### src/tsc_pkg.sv
package tsc_pkg;
	// ****************************************
	// Clock and timing
	// ****************************************
	localparam int CLK_HZ = 20_000_000;
	localparam int SAMPLE_UNIT_US = 500;
	localparam int PAUSE_UNIT_MS = 50;
	localparam int HOLD_UNIT_MS = 500;
	localparam int DISCH_UNIT_NS = 8000;
	localparam int SAMPLE_UNIT_CYC = CLK_HZ / 1000 * SAMPLE_UNIT_US / 1000;
	localparam int PAUSE_UNIT_CYC = CLK_HZ / 1000 * PAUSE_UNIT_MS;
	localparam int HOLD_UNIT_CYC = CLK_HZ / 1000 * HOLD_UNIT_MS;
	localparam int DISCH_UNIT_CYC =
		(CLK_HZ / 1000 * DISCH_UNIT_NS + 999_999) / 1_000_000;

	// ****************************************
	// Register offsets, masks and reset value
	// ****************************************
	localparam logic [7:0] ADDR_SAMPLING = 8'h0f;
	localparam logic [7:0] ADDR_CAL = 8'h10;
	localparam logic [7:0] ADDR_FRC_LO = 8'h11;
	localparam logic [7:0] ADDR_FRC_HI = 8'h12;
	localparam logic [7:0] ADDR_NOISE_LIM = 8'h13;
	localparam logic [7:0] ADDR_NFLAG_LO = 8'h14;
	localparam logic [7:0] ADDR_NFLAG_HI = 8'h15;
	localparam logic [7:0] ADDR_NEG_TH = 8'h17;
	localparam logic [7:0] ADDR_SCAN_V = 8'h19;
	localparam logic [7:0] REG_RESET = 8'h00;
	localparam logic [7:0] CAL_MASK = 8'h73;
	localparam logic [7:0] SCAN_V_MASK = 8'hf8;
	localparam logic [7:0] HIGH_MASK = 8'h7f;

	// ****************************************
	// Field positions and decode constants
	// ****************************************
	localparam int AVG_LSB = 4;
	localparam int STIME_LSB = 2;
	localparam int PAUSE_LSB = 0;
	localparam int IDLE_LSB = 4;
	localparam int NDC_LSB = 0;
	localparam int NEGATIVE_RECAL_LIMIT_LSB = 4;
	localparam int NEGATIVE_DELTA_LIMIT_LSB = 0;
	localparam int VTH_BIT = 7;
	localparam int ZT_LSB = 4;
	localparam int CHARGE_SOURCE_SELECT_BIT = 3;
	localparam int NOISE_BAD_BIT = 7;
	localparam int NUM_KEYS = 15;
	localparam int NUM_SLOTS = 16;
	localparam int NEGATIVE_RECAL_LIMIT_STEP = 10;
	localparam int NEGATIVE_RECAL_LIMIT_MAX = 12;

	typedef enum logic [1:0] {ST_PAUSE, ST_DISCH, ST_SAMPLE, ST_EVAL}
		scan_state_t;
endpackage
### src/chan_eval.sv
`timescale 1ns/10ps
module chan_eval #(
	parameter int COUNT_W = 16
) (
	// Channel values
	input wire logic [COUNT_W-1:0] avg,
	input wire logic [COUNT_W-1:0] base,
	input wire logic [COUNT_W-1:0] prev,
	// Limits
	input wire logic [7:0] noise_lim,
	input wire logic [3:0] negative_delta_limit,
	input wire logic [3:0] negative_recal_limit,
	// Verdicts
	output logic noisy,
	output logic neg_delta_hit,
	output logic neg_recal_hit
);
	logic signed [COUNT_W:0] delta;
	logic signed [COUNT_W:0] diff;
	logic signed [COUNT_W:0] mag;
	logic signed [COUNT_W:0] negative_delta_limit_lim;
	logic signed [COUNT_W:0] negative_recal_limit_lim;
	logic negative_recal_limit_on;

	if (COUNT_W < 8) begin : g_bad_width
		$error("COUNT_W must be at least 8");
	end

	// Signed distances from baseline and from the last average
	assign delta = $signed({1'b0, avg}) - $signed({1'b0, base});
	assign diff = $signed({1'b0, avg}) - $signed({1'b0, prev});
	assign mag = diff < 0 ? -diff : diff;

	// Noise only judged with a limit in range
	assign noisy = !noise_lim[tsc_pkg::NOISE_BAD_BIT] &&
		mag > $signed((COUNT_W + 1)'(noise_lim));

	// Code n stands for a drop of n plus one
	assign negative_delta_limit_lim = $signed((COUNT_W + 1)'(negative_delta_limit) + (COUNT_W + 1)'(1));
	assign neg_delta_hit = delta < -negative_delta_limit_lim;

	// Codes above the top step behave as disabled
	assign negative_recal_limit_on = negative_recal_limit != 4'h0 && int'(negative_recal_limit) <= tsc_pkg::NEGATIVE_RECAL_LIMIT_MAX;
	assign negative_recal_limit_lim = $signed((COUNT_W + 1)'(int'(negative_recal_limit) * tsc_pkg::NEGATIVE_RECAL_LIMIT_STEP));
	assign neg_recal_hit = negative_recal_limit_on && delta < -negative_recal_limit_lim;
endmodule // chan_eval

### src/tick_gen.sv
`timescale 1ns/10ps
module tick_gen #(
	parameter int UNIT = 10
) (
	// Clock and reset
	input wire logic clk,
	input wire logic rst_n,
	// Restart and unit strobe
	input wire logic restart,
	output logic tick
);
	localparam int W = $clog2(UNIT);
	typedef struct packed {
		logic [W-1:0] cnt;
	} tick_state_t;
	tick_state_t q;
	tick_state_t next_q;

	if (UNIT < 2) begin : g_bad_unit
		$error("UNIT must be at least 2");
	end

	// Unit counter, held at zero while restart is high
	always_comb begin
		next_q = q;
		if (restart || q.cnt == W'(UNIT - 1)) begin
			next_q.cnt = '0;
		end else begin
			next_q.cnt = q.cnt + 1'b1;
		end
	end

	// Strobe on the last cycle of each unit
	assign tick = !restart && q.cnt == W'(UNIT - 1);

	always_ff @(posedge clk) begin
		if (!rst_n) begin
			q <= '0;
		end else begin
			q <= next_q;
		end
	end
endmodule // tick_gen

### src/touch_scan_calibration.sv
`timescale 1ns/10ps
module touch_scan_calibration #(
	parameter int COUNT_W = 16,
	parameter int SAMPLE_UNIT_CYCLES = tsc_pkg::SAMPLE_UNIT_CYC,
	parameter int PAUSE_UNIT_CYCLES = tsc_pkg::PAUSE_UNIT_CYC,
	parameter int HOLD_UNIT_CYCLES = tsc_pkg::HOLD_UNIT_CYC
) (
	// Clock and reset
	input wire logic clk,
	input wire logic rst_n,
	// Register port
	input wire logic [7:0] reg_addr,
	input wire logic reg_wr,
	input wire logic [7:0] reg_wdata,
	input wire logic reg_rd,
	output logic [7:0] reg_rdata,
	// Long-hold controls
	input wire logic [3:0] hold_limit_time,
	input wire logic hold_limit_enable,
	// Key status
	input wire logic [tsc_pkg::NUM_KEYS-1:0] key_pressed,
	// Analog front end
	output logic [3:0] afe_channel,
	output logic ref_discharge,
	output logic afe_sample,
	input wire logic [COUNT_W-1:0] afe_count,
	output logic charge_target_select,
	output logic charge_source_select
);
	localparam int NK = tsc_pkg::NUM_KEYS;
	localparam int SUM_W = COUNT_W + 4;

	typedef struct packed {
		tsc_pkg::scan_state_t st;
		logic [3:0] slot;
		logic [4:0] samp;
		logic [2:0] units;
		logic [10:0] timer;
		logic [SUM_W-1:0] sum;
		logic [7:0] cfg_samp;
		logic [7:0] cfg_cal;
		logic [7:0] noise_lim;
		logic [7:0] neg_th;
		logic [7:0] scan_v;
		logic [NK-1:0] frc;
		logic [NK-1:0] noise;
		logic [NK-1:0] cal_ok;
		logic [NK-1:0] hold_due;
		logic [NK-1:0] idle_pend;
		logic [NK-1:0][COUNT_W-1:0] base;
		logic [NK-1:0][COUNT_W-1:0] prev;
		logic [NK-1:0][5:0] negcnt;
		logic [NK-1:0][4:0] holdcnt;
		logic [8:0] idle_cnt;
		logic [7:0] rdata;
	} state_t;

	state_t q;
	state_t next_q;
	logic samp_tick;
	logic pause_tick;
	logic hold_tick;
	logic [3:0] avg_code;
	logic [1:0] st_code;
	logic [1:0] cds_code;
	logic [2:0] csc_code;
	logic [1:0] ndc_code;
	logic [2:0] zt_code;
	logic [4:0] n_samp;
	logic [COUNT_W-1:0] avg;
	logic [10:0] disch_load;
	logic [4:0] hold_lim;
	logic [5:0] ndc_lim;
	logic [8:0] idle_lim;
	logic [5:0] new_neg;
	logic key_ok;
	logic noisy;
	logic neg_delta_hit;
	logic neg_recal_hit;
	logic recal;
	int st_age;
	logic cfg_seen;

	if (COUNT_W < 8 || COUNT_W > 24) begin : g_bad_width
		$error("COUNT_W must lie in 8 to 24");
	end

	// Window length code to a count of units
	function automatic logic [2:0] units_of(input logic [1:0] code);
		case (code)
			2'h0: units_of = 3'h1;
			2'h1: units_of = 3'h2;
			2'h2: units_of = 3'h4;
			default: units_of = 3'h6;
		endcase
	endfunction

	// ****************************************
	// Unit strobes
	// ****************************************
	tick_gen #(.UNIT(SAMPLE_UNIT_CYCLES)) u_samp_tick (
		.clk(clk),
		.rst_n(rst_n),
		.restart(q.st != tsc_pkg::ST_SAMPLE),
		.tick(samp_tick)
	);
	tick_gen #(.UNIT(PAUSE_UNIT_CYCLES)) u_pause_tick (
		.clk(clk),
		.rst_n(rst_n),
		.restart(q.st != tsc_pkg::ST_PAUSE),
		.tick(pause_tick)
	);
	tick_gen #(.UNIT(HOLD_UNIT_CYCLES)) u_hold_tick (
		.clk(clk),
		.rst_n(rst_n),
		.restart(1'b0),
		.tick(hold_tick)
	);

	// ****************************************
	// Field decode and channel evaluation
	// ****************************************
	assign avg_code = q.cfg_samp[tsc_pkg::AVG_LSB +: 4];
	assign st_code = q.cfg_samp[tsc_pkg::STIME_LSB +: 2];
	assign cds_code = q.cfg_samp[tsc_pkg::PAUSE_LSB +: 2];
	assign csc_code = q.cfg_cal[tsc_pkg::IDLE_LSB +: 3];
	assign ndc_code = q.cfg_cal[tsc_pkg::NDC_LSB +: 2];
	assign zt_code = q.scan_v[tsc_pkg::ZT_LSB +: 3];
	assign n_samp = 5'(avg_code) + 5'h01;
	assign avg = COUNT_W'(q.sum / SUM_W'(n_samp));
	assign disch_load =
		11'(tsc_pkg::DISCH_UNIT_CYC * (int'(zt_code) + 1) - 1);
	assign hold_lim = hold_limit_time == 4'h0 ? 5'h01 :
		{hold_limit_time, 1'b0};
	assign ndc_lim = 6'h04 << ndc_code;
	assign idle_lim = 9'h002 << csc_code;
	assign key_ok = q.slot < 4'(NK);

	chan_eval #(.COUNT_W(COUNT_W)) u_eval (
		.avg(avg),
		.base(q.base[q.slot]),
		.prev(q.prev[q.slot]),
		.noise_lim(q.noise_lim),
		.negative_delta_limit(q.neg_th[tsc_pkg::NEGATIVE_DELTA_LIMIT_LSB +: 4]),
		.negative_recal_limit(q.neg_th[tsc_pkg::NEGATIVE_RECAL_LIMIT_LSB +: 4]),
		.noisy(noisy),
		.neg_delta_hit(neg_delta_hit),
		.neg_recal_hit(neg_recal_hit)
	);

	assign new_neg = neg_delta_hit ? q.negcnt[q.slot] + 6'h01 : 6'h00;
	assign recal = !q.cal_ok[q.slot] || q.frc[q.slot]
		|| q.hold_due[q.slot] || q.idle_pend[q.slot]
		|| neg_recal_hit || new_neg >= ndc_lim;

	// ****************************************
	// Next state
	// ****************************************
	always_comb begin
		next_q = q;
		// Long-hold timers for every key
		for (int k = 0; k < NK; k++) begin
			if (!key_pressed[k] || !hold_limit_enable) begin
				next_q.holdcnt[k] = 5'h00;
				next_q.hold_due[k] = 1'b0;
			end else if (hold_tick && !q.hold_due[k]) begin
				next_q.holdcnt[k] = q.holdcnt[k] + 5'h01;
				if (q.holdcnt[k] + 5'h01 >= hold_lim) begin
					next_q.hold_due[k] = 1'b1;
				end
			end
		end
		// Scan sequencer
		case (q.st)
			tsc_pkg::ST_PAUSE: begin
				if (pause_tick) begin
					next_q.units = q.units + 3'h1;
					if (q.units + 3'h1 >= units_of(cds_code)) begin
						next_q.st = tsc_pkg::ST_DISCH;
						next_q.units = 3'h0;
						next_q.slot = 4'h0;
						next_q.timer = disch_load;
					end
				end
			end
			tsc_pkg::ST_DISCH: begin
				if (q.timer == 11'h000) begin
					next_q.st = tsc_pkg::ST_SAMPLE;
				end else begin
					next_q.timer = q.timer - 11'h001;
				end
			end
			tsc_pkg::ST_SAMPLE: begin
				if (samp_tick) begin
					next_q.units = q.units + 3'h1;
					if (q.units + 3'h1 >= units_of(st_code)) begin
						next_q.units = 3'h0;
						next_q.sum = q.sum + SUM_W'(afe_count);
						next_q.samp = q.samp + 5'h01;
						next_q.timer = disch_load;
						if (q.samp + 5'h01 >= n_samp) begin
							next_q.st = tsc_pkg::ST_EVAL;
						end else begin
							next_q.st = tsc_pkg::ST_DISCH;
						end
					end
				end
			end
			default: begin
				if (key_ok) begin
					next_q.prev[q.slot] = avg;
					next_q.negcnt[q.slot] = new_neg;
					next_q.noise[q.slot] = q.cal_ok[q.slot] && noisy;
					if (recal) begin
						next_q.base[q.slot] = avg;
						next_q.negcnt[q.slot] = 6'h00;
						next_q.holdcnt[q.slot] = 5'h00;
						next_q.hold_due[q.slot] = 1'b0;
						next_q.idle_pend[q.slot] = 1'b0;
						next_q.frc[q.slot] = 1'b0;
						next_q.cal_ok[q.slot] = 1'b1;
					end
				end
				next_q.sum = '0;
				next_q.samp = 5'h00;
				next_q.timer = disch_load;
				next_q.slot = q.slot + 4'h1;
				next_q.st = tsc_pkg::ST_DISCH;
				if (q.slot == 4'(tsc_pkg::NUM_SLOTS - 1)) begin
					next_q.st = tsc_pkg::ST_PAUSE;
					next_q.slot = 4'h0;
					if (|key_pressed) begin
						next_q.idle_cnt = 9'h000;
					end else if (q.idle_cnt + 9'h001 >= idle_lim) begin
						next_q.idle_pend = '1;
						next_q.idle_cnt = 9'h000;
					end else begin
						next_q.idle_cnt = q.idle_cnt + 9'h001;
					end
				end
			end
		endcase
		// Register writes; a request written now beats the clear above
		if (reg_wr) begin
			if (reg_addr == tsc_pkg::ADDR_SAMPLING) begin
				next_q.cfg_samp = reg_wdata;
			end else if (reg_addr == tsc_pkg::ADDR_CAL) begin
				next_q.cfg_cal = reg_wdata & tsc_pkg::CAL_MASK;
			end else if (reg_addr == tsc_pkg::ADDR_FRC_LO) begin
				next_q.frc[7:0] = reg_wdata;
			end else if (reg_addr == tsc_pkg::ADDR_FRC_HI) begin
				next_q.frc[NK-1:8] = reg_wdata[NK-9:0];
			end else if (reg_addr == tsc_pkg::ADDR_NOISE_LIM) begin
				next_q.noise_lim = reg_wdata;
			end else if (reg_addr == tsc_pkg::ADDR_NEG_TH) begin
				next_q.neg_th = reg_wdata;
			end else if (reg_addr == tsc_pkg::ADDR_SCAN_V) begin
				next_q.scan_v = reg_wdata & tsc_pkg::SCAN_V_MASK;
			end
		end
		// Read data, unmapped offsets read as zero
		if (reg_rd) begin
			if (reg_addr == tsc_pkg::ADDR_SAMPLING) begin
				next_q.rdata = q.cfg_samp;
			end else if (reg_addr == tsc_pkg::ADDR_CAL) begin
				next_q.rdata = q.cfg_cal;
			end else if (reg_addr == tsc_pkg::ADDR_FRC_LO) begin
				next_q.rdata = q.frc[7:0];
			end else if (reg_addr == tsc_pkg::ADDR_FRC_HI) begin
				next_q.rdata = 8'({1'b0, q.frc[NK-1:8]});
			end else if (reg_addr == tsc_pkg::ADDR_NOISE_LIM) begin
				next_q.rdata = q.noise_lim;
			end else if (reg_addr == tsc_pkg::ADDR_NFLAG_LO) begin
				next_q.rdata = q.noise[7:0];
			end else if (reg_addr == tsc_pkg::ADDR_NFLAG_HI) begin
				next_q.rdata = 8'({1'b0, q.noise[NK-1:8]});
			end else if (reg_addr == tsc_pkg::ADDR_NEG_TH) begin
				next_q.rdata = q.neg_th;
			end else if (reg_addr == tsc_pkg::ADDR_SCAN_V) begin
				next_q.rdata = q.scan_v;
			end else begin
				next_q.rdata = tsc_pkg::REG_RESET;
			end
		end
	end

	// State register
	always_ff @(posedge clk) begin
		if (!rst_n) begin
			q <= '0;
		end else begin
			q <= next_q;
		end
	end

	// Outputs
	assign reg_rdata = q.rdata;
	assign afe_channel = q.slot;
	assign ref_discharge = q.st == tsc_pkg::ST_DISCH;
	assign afe_sample = q.st == tsc_pkg::ST_SAMPLE;
	assign charge_target_select = q.scan_v[tsc_pkg::VTH_BIT];
	assign charge_source_select = q.scan_v[tsc_pkg::CHARGE_SOURCE_SELECT_BIT];

	// ****************************************
	// Checks
	// ****************************************
	// Cycles spent in the current state
	always_ff @(posedge clk) begin
		if (!rst_n || next_q.st != q.st) begin
			st_age <= 0;
		end else begin
			st_age <= st_age + 1;
		end
	end

	// Timing fields rewritten during the current slot or pause
	always_ff @(posedge clk) begin
		if (!rst_n) begin
			cfg_seen <= 1'b0;
		end else if (reg_wr && (reg_addr == tsc_pkg::ADDR_SAMPLING
			|| reg_addr == tsc_pkg::ADDR_SCAN_V)) begin
			cfg_seen <= 1'b1;
		end else if (q.st == tsc_pkg::ST_EVAL) begin
			cfg_seen <= 1'b0;
		end
	end
endmodule // touch_scan_calibration

### config.mk
export PLATFORM = sky130hd
export DESIGN_NAME = touch_scan_calibration
export DESIGN_NICKNAME = d
export VERILOG_FILES = /design/src/tsc_pkg.sv /design/src/chan_eval.sv /design/src/tick_gen.sv /design/src/touch_scan_calibration.sv
export SDC_FILE = /design/constraint.sdc
export NUM_CORES = 2
export LEC_CHECK = 0
export CAP_MARGIN = 15
export CORE_MARGIN = 3
export CORE_UTILIZATION = 65
export CTS_BUF_LIST = sky130_fd_sc_hd__clkbuf_4 sky130_fd_sc_hd__clkbuf_8
export CTS_CLUSTER_DIAMETER = 40
export DETAILED_ROUTE_END_ITERATION = 8
export DONT_BUFFER_PORTS = 1
export PLACE_DENSITY = 0.81
export SETUP_SLACK_MARGIN = 0.15
export SYNTH_ARGS = -nofsm -noshare
export SYNTH_HDL_FRONTEND = slang
export SYNTH_SLANG_ARGS = --single-unit
### constraint.sdc
create_clock -name clk -period 67.3 [get_ports clk]
set_clock_uncertainty 0.1 [all_clocks]
set_input_delay 3.365 -clock clk [delete_from_list [all_inputs] [get_ports clk]]
set_output_delay 3.365 -clock clk [all_outputs]
set_load 0.01 [all_outputs]
; Yosys cells after proc, flatten, opt, wreduce, memory -nomap -nowiden
; Cells that the tools add are included.
; W data, S select, Z words.
[word_totals]
ff_bits = 874
input_bits = 56
output_inout_bits = 16
wordCells = 454
[op_classes]
addsub = 34
n_mul = 2
n_div = 1
n_lt_le_gt_ge = 28
eq_ne = 26
n_shift = 2
mux = 154
n_bitwise = 19
reduce_logical = 107
[ops]
columns = op, count
row1 = $mux W729, 1
row2 = $mux W720, 1
row3 = $bwmux W240, 2
row4 = $mux W285, 1
row5 = $mux W165, 1
row6 = $mux W5, 33
row7 = $bmux W16 S4, 2
row8 = $mux W15, 7
row9 = $and A90 B90 Y90, 1
row10 = $bwmux W90, 1
row11 = $not A90 Y90, 1
row12 = $add A5 B1 Y5 const B, 16
row13 = $ge A5 B5 Y1, 16
row14 = $mux W8, 10
row15 = $mux W39, 2
row16 = $and A75 B75 Y75, 1
row17 = $not A75 Y75, 1
row18 = $demux W16 S4, 1
row19 = $eq A8 B5 Y1 const B, 8
row20 = $neg A17 Y17, 3
row21 = $mux W1, 50
row22 = $mux W16, 3
row23 = $and A15 B15 Y15, 3
row24 = $pmux W20 S2, 1
row25 = 76 further kinds, 207

; Depth between registers and ports, before layout
[logic_depth]
word_depth = 19
ltp_mapped = 260

; Hierarchy
; A second synthesis with hierarchy kept.
[unflattened]
hier_cells = 6055
hier_area_um2 = 51759.6
[modules_own_cells]
columns = module, instances, cells_each, area_each_um2
row1 = touch_scan_calibration, 1, 5325, 45986.6
row2 = chan_eval, 1, 409, 2909.0
row3 = tick_gen at u_hold_tick, 1, 143, 1237.4
row4 = tick_gen at u_pause_tick, 1, 110, 985.9
row5 = tick_gen at u_samp_tick, 1, 68, 640.6

; Least setup slack after synthesis
; OpenSTA, ideal clock, no wires.
[synth_timing]
path_kind = flip-flop to flip-flop
from = register q (netlist bit avg_code[0])
to = register q[103] (netlist name)
setup_ns = 0.076
t_arrival_ns = 46.547
path_slack_ns = 20.577
path_stages_with_launch = 249
path_buffers = 12
period_less_slack_ns = 46.723
path_cell_list = dfxtp_1 > ha_1 > and2_1 > a21oi_1 > or2_2 > nor2_1 > a21oi_1 > a21oi_1 > ha_1 > or4b_1 > o311a_1 > nor2_1 > nor2_1 > ha_1 > or2_2 > o311a_1 > a21oi_1 > nor2_1 > (+213 left out) > ha_1 > o21ai_0 > nand2b_1 > a2111oi_0 > mux2i_1 > nor2b_1 > ha_1 > o21ai_0 > nand2b_1 > maj3_1 > a21oi_1 > o21ai_0 > clkbuf_1 > or2_2 > nor2_1 > clkbuf_1 > nand2_1 > a21boi_0
[synth_between]
elab_chain_len = 8
elab_cells_between_ends = 13
classes_between = 2 x add/sub / 1 x div / 3 x order compare / 3 x mux / 1 x bitwise / 3 x reduce/logical
[synth_rtl]
columns = element, line
row1 = "start, declared", touch_scan_calibration.sv:58  ; state_t q;
row2 = "start signal, assigned", touch_scan_calibration.sv:292  ; q <= next_q;
row3 = $add A4 B1 Y5 *, touch_scan_calibration.sv:129  ; assign n_samp = 5'(avg_code) + 5'h01;
row4 = $div A20 B5 Y20 *, touch_scan_calibration.sv:130  ; assign avg = COUNT_W'(q.sum / SUM_W'(n_samp));
row5 = $sub A16 B16 Y17 *, chan_eval.sv:30  ; assign delta = $signed({1'b0, avg}) - $signed({1'b0, base});
row6 = $lt A17 B17 Y1 (on tied branches), "chan_eval.sv:40, chan_eval.sv:45"
row7 = $mux W6 / $logic_and A1 B1 Y1 (equally long branches), "touch_scan_calibration.sv:151, chan_eval.sv:45"
row8 = "$ge A6 B6 Y1, or another cell as far along", touch_scan_calibration.sv:154  ; || neg_recal_hit || new_neg >= ndc_lim;
row9 = $logic_or A1 B1 Y1 / $and A90 B90 Y90 (equally long branches), --
row10 = $mux W165 *, touch_scan_calibration.sv:214  ; if (recal) begin
; Every way passes the cells marked *; elsewhere a longest branch is shown, timed or not.
; A chain may end at the register's enable or synchronous reset.

; Worst setup path after layout
[layout_timing]
from = register q (netlist bit avg_code[0])
to = register q[181] (netlist name)
; The elaborated chain is that of the path after synthesis.

==> impl_metrics.json <==
{
  "status": "complete, but fails checks",
  "violations": "design-rule violations, max-slew violations",
  "maxSlewHeadroom_pct": -59.80,
  "cts_tree": "built",
  "rows": 103,
  "crit_required_ns": 67.93,
  "holdWs_ns": 0.3548,
  "core_area_sq_um": 79260,
  "dieArea_sq_um": 83800,
  "vias": 45144,
  "ys.flop_type": "dfxtp_1",
  "synth-seq-cells": 874,
  "drt_iter0_drc": 4353,
  "yosys_warnings": 0,
  "cts_hold_buf": 0,
  "grt_max_degree": 732,
  "synthCells": 5955,
  "die_h_um": 289.5,
  "worst_pin_slew_ns": 2.397,
  "postCtsSetupBuffers": 0,
  "drive_above_1_share_pct": 10.11,
  "dp_cells": 6660,
  "ctsHtreeMaxLevel": 4,
  "cts_root_buffer": "clkbuf_8",
  "worstSetupEndpointType": "flip-flop",
  "initial_utilization_pct": 65.91,
  "portBuffers": 0,
  "cts_num_sinks": 874,
  "synthesis.area_sq_um": 52240,
  "most-common-layout-cells": "981 x nand2_1, 870 x dfxtp_1, 426 x o211a_1",
  "max_freq_mhz": 17.30,
  "clock_latency_ns": 0.84,
  "via_per_inst": 6.527,
  "grt_pass1_wl_mm": 230.5,
  "grt-ovfl-total": 0,
  "grt_pass1_vias": 42929,
  "dpl.hpwl_mm": 96.63,
  "path_clk_slew_ns": 0.06,
  "synth_edf_count": 0,
  "route.detailed.drc": 1,
  "critPathKind": "reg2reg",
  "drt_pass1_iterations": 9,
  "max_stage_delay_ns": 0.84,
  "period_share_pct": 85.88,
  "crit_buf_inv": 31,
  "layout.nets": 6141,
  "critPathLaunchType": "flip-flop",
  "final_hold_viol_count": 0,
  "grt_antenna_before_repair": 3,
  "crit_slowest_cell": "nor2_1",
  "crit_family": "compound AO/OA/AOI/OAI gates",
  "slew_viol_final": 437,
  "final_common_cell": "nand2_1",
  "worst-r2r-setup-slack_ns": 9.51,
  "finalWirelength_mm": 148.3,
  "min_period_ns": 57.79,
  "track_usage_pct": 34.53,
  "rsz0062_at_grt": "no",
  "area_delta_synth_final_pct": 6.606,
  "fin_tns_setup_ns": 0,
  "cts_buffer_depth": 3,
  "arrival_ns": 58.42,
  "yosysSeqAreaShare_pct": 33.50,
  "stdcell_count": 6917,
  "hold_path_class": "reg2reg",
  "syn_avg_cell_area_sq_um": 8.772,
  "cap_viol_max_count": 0,
  "numCtsBuffers": 148,
  "place_congestion": 0.9749,
  "die_w_um": 289.5,
  "synth_cell_types": 105,
  "postSynth.asyncResetShare_pct": 0,
  "cp_common_cell": "o21a_1",
  "syn_nets": 6336,
  "critPathMaxFanout": 41,
  "postRouteAntennaNets": 0,
  "setup_viol": 0,
  "cts_resized": 0,
  "wl_per_cell_um": 21.44,
  "io_pins": 72
}
-- layout make-up --
cell class	count	area, sq um
multi-input cells	4529	32620
fillers	6058	23570
flip-flops and latches	874	17510
clock buffers	225	2846
well taps	1050	1314
inverters	141	531.8
repair buffers	66	495.5
clock inverters	29	361.6
diodes	3	7.507
-- worst paths after layout --
check | from | to | cells after the start
worst max-delay path | avg_code[0] | q[181] | 250
worst min-delay path | u_pause_tick.q[0] | u_pause_tick.q[0] | 1
worst max register to register | avg_code[0] | q[181] | 250
worst min register to register | u_pause_tick.q[0] | u_pause_tick.q[0] | 1
-- synthesized netlist by cell type (all sizes together), types with 9 or more instances --
master,number,area [sq um]
a2111oi,10,93.84
a211oi,27,225.2
a21boi,161,1209
a21o,46,345.3
a21oi,246,1239
a22oi,29,217.7
a31oi,24,156.4
and2,81,506.7
and3,33,206.5
and4,9,78.83
buf,123,583.1
clkbuf,288,1084
dfxtp,874,17500
ha,321,4016
inv,141,531.8
mux2,15,172.7
mux2i,96,960.9
mux4,156,3513
nand2,981,3682
nand2b,91,569.3
nand3,118,590.6
nand3b,25,187.7
nand4,44,281.5
nor2,392,1484
nor2b,139,869.6
nor3,103,538.0
nor3b,9,67.56
nor4,32,245.2
o211a,426,4264
o211ai,25,202.7
o21a,71,534.3
o21ai,256,1281
o21bai,22,165.2
o221ai,9,78.83
o22ai,11,75.07
o31ai,29,217.7
or2,28,175.2
or3,43,269.0
or4,12,97.59
xnor2,153,1340
xor2,144,1261
-- cell families (layout without fill, tap and decap cells) --
family                     count (synthesis)  in the layout  share of synthesized area [%]
AOI/OAI and AO/OA                       1475           1475                          21.24
xor gates and xnor gates                 298            298                          5.023
adders and majority gates                326            326                          7.861
buffers and inverters                    552            461                          4.209
DFF                                      874            874                          33.50
muxes                                    267            267                          8.896
other                                      0              3                              0
and+or+nand+nor                         2163           2163                          19.27
-- per-stage QoR --
step | setup slack, ns | cell area [sq um] | util [%]
final | 9.505 | 55690 | 70.26
after global routing | 4.685 | 55680 | 70.26
after CTS | 10.39 | 55680 | 70.25
after detailed placement | 10.76 | 52470 | 66.20
after global placement | 12.58 | 52470 | 66.20
after floorplan | 20.58 | 52240 | -
-- per-layer routing --
layer  global-route usage [%]  routed length (um)  up-vias
li1                         -                   -    20910
met1                    44.13               59420    21634
met2                    55.74               67610     2099
met3                    6.617               13600      501
met4                    17.75                7684        0
met5                        0                   0        -
Power is left out: the tool's default activity adds up to more than one toggle a clock period on the data nets, which glitch-free logic cannot reach.
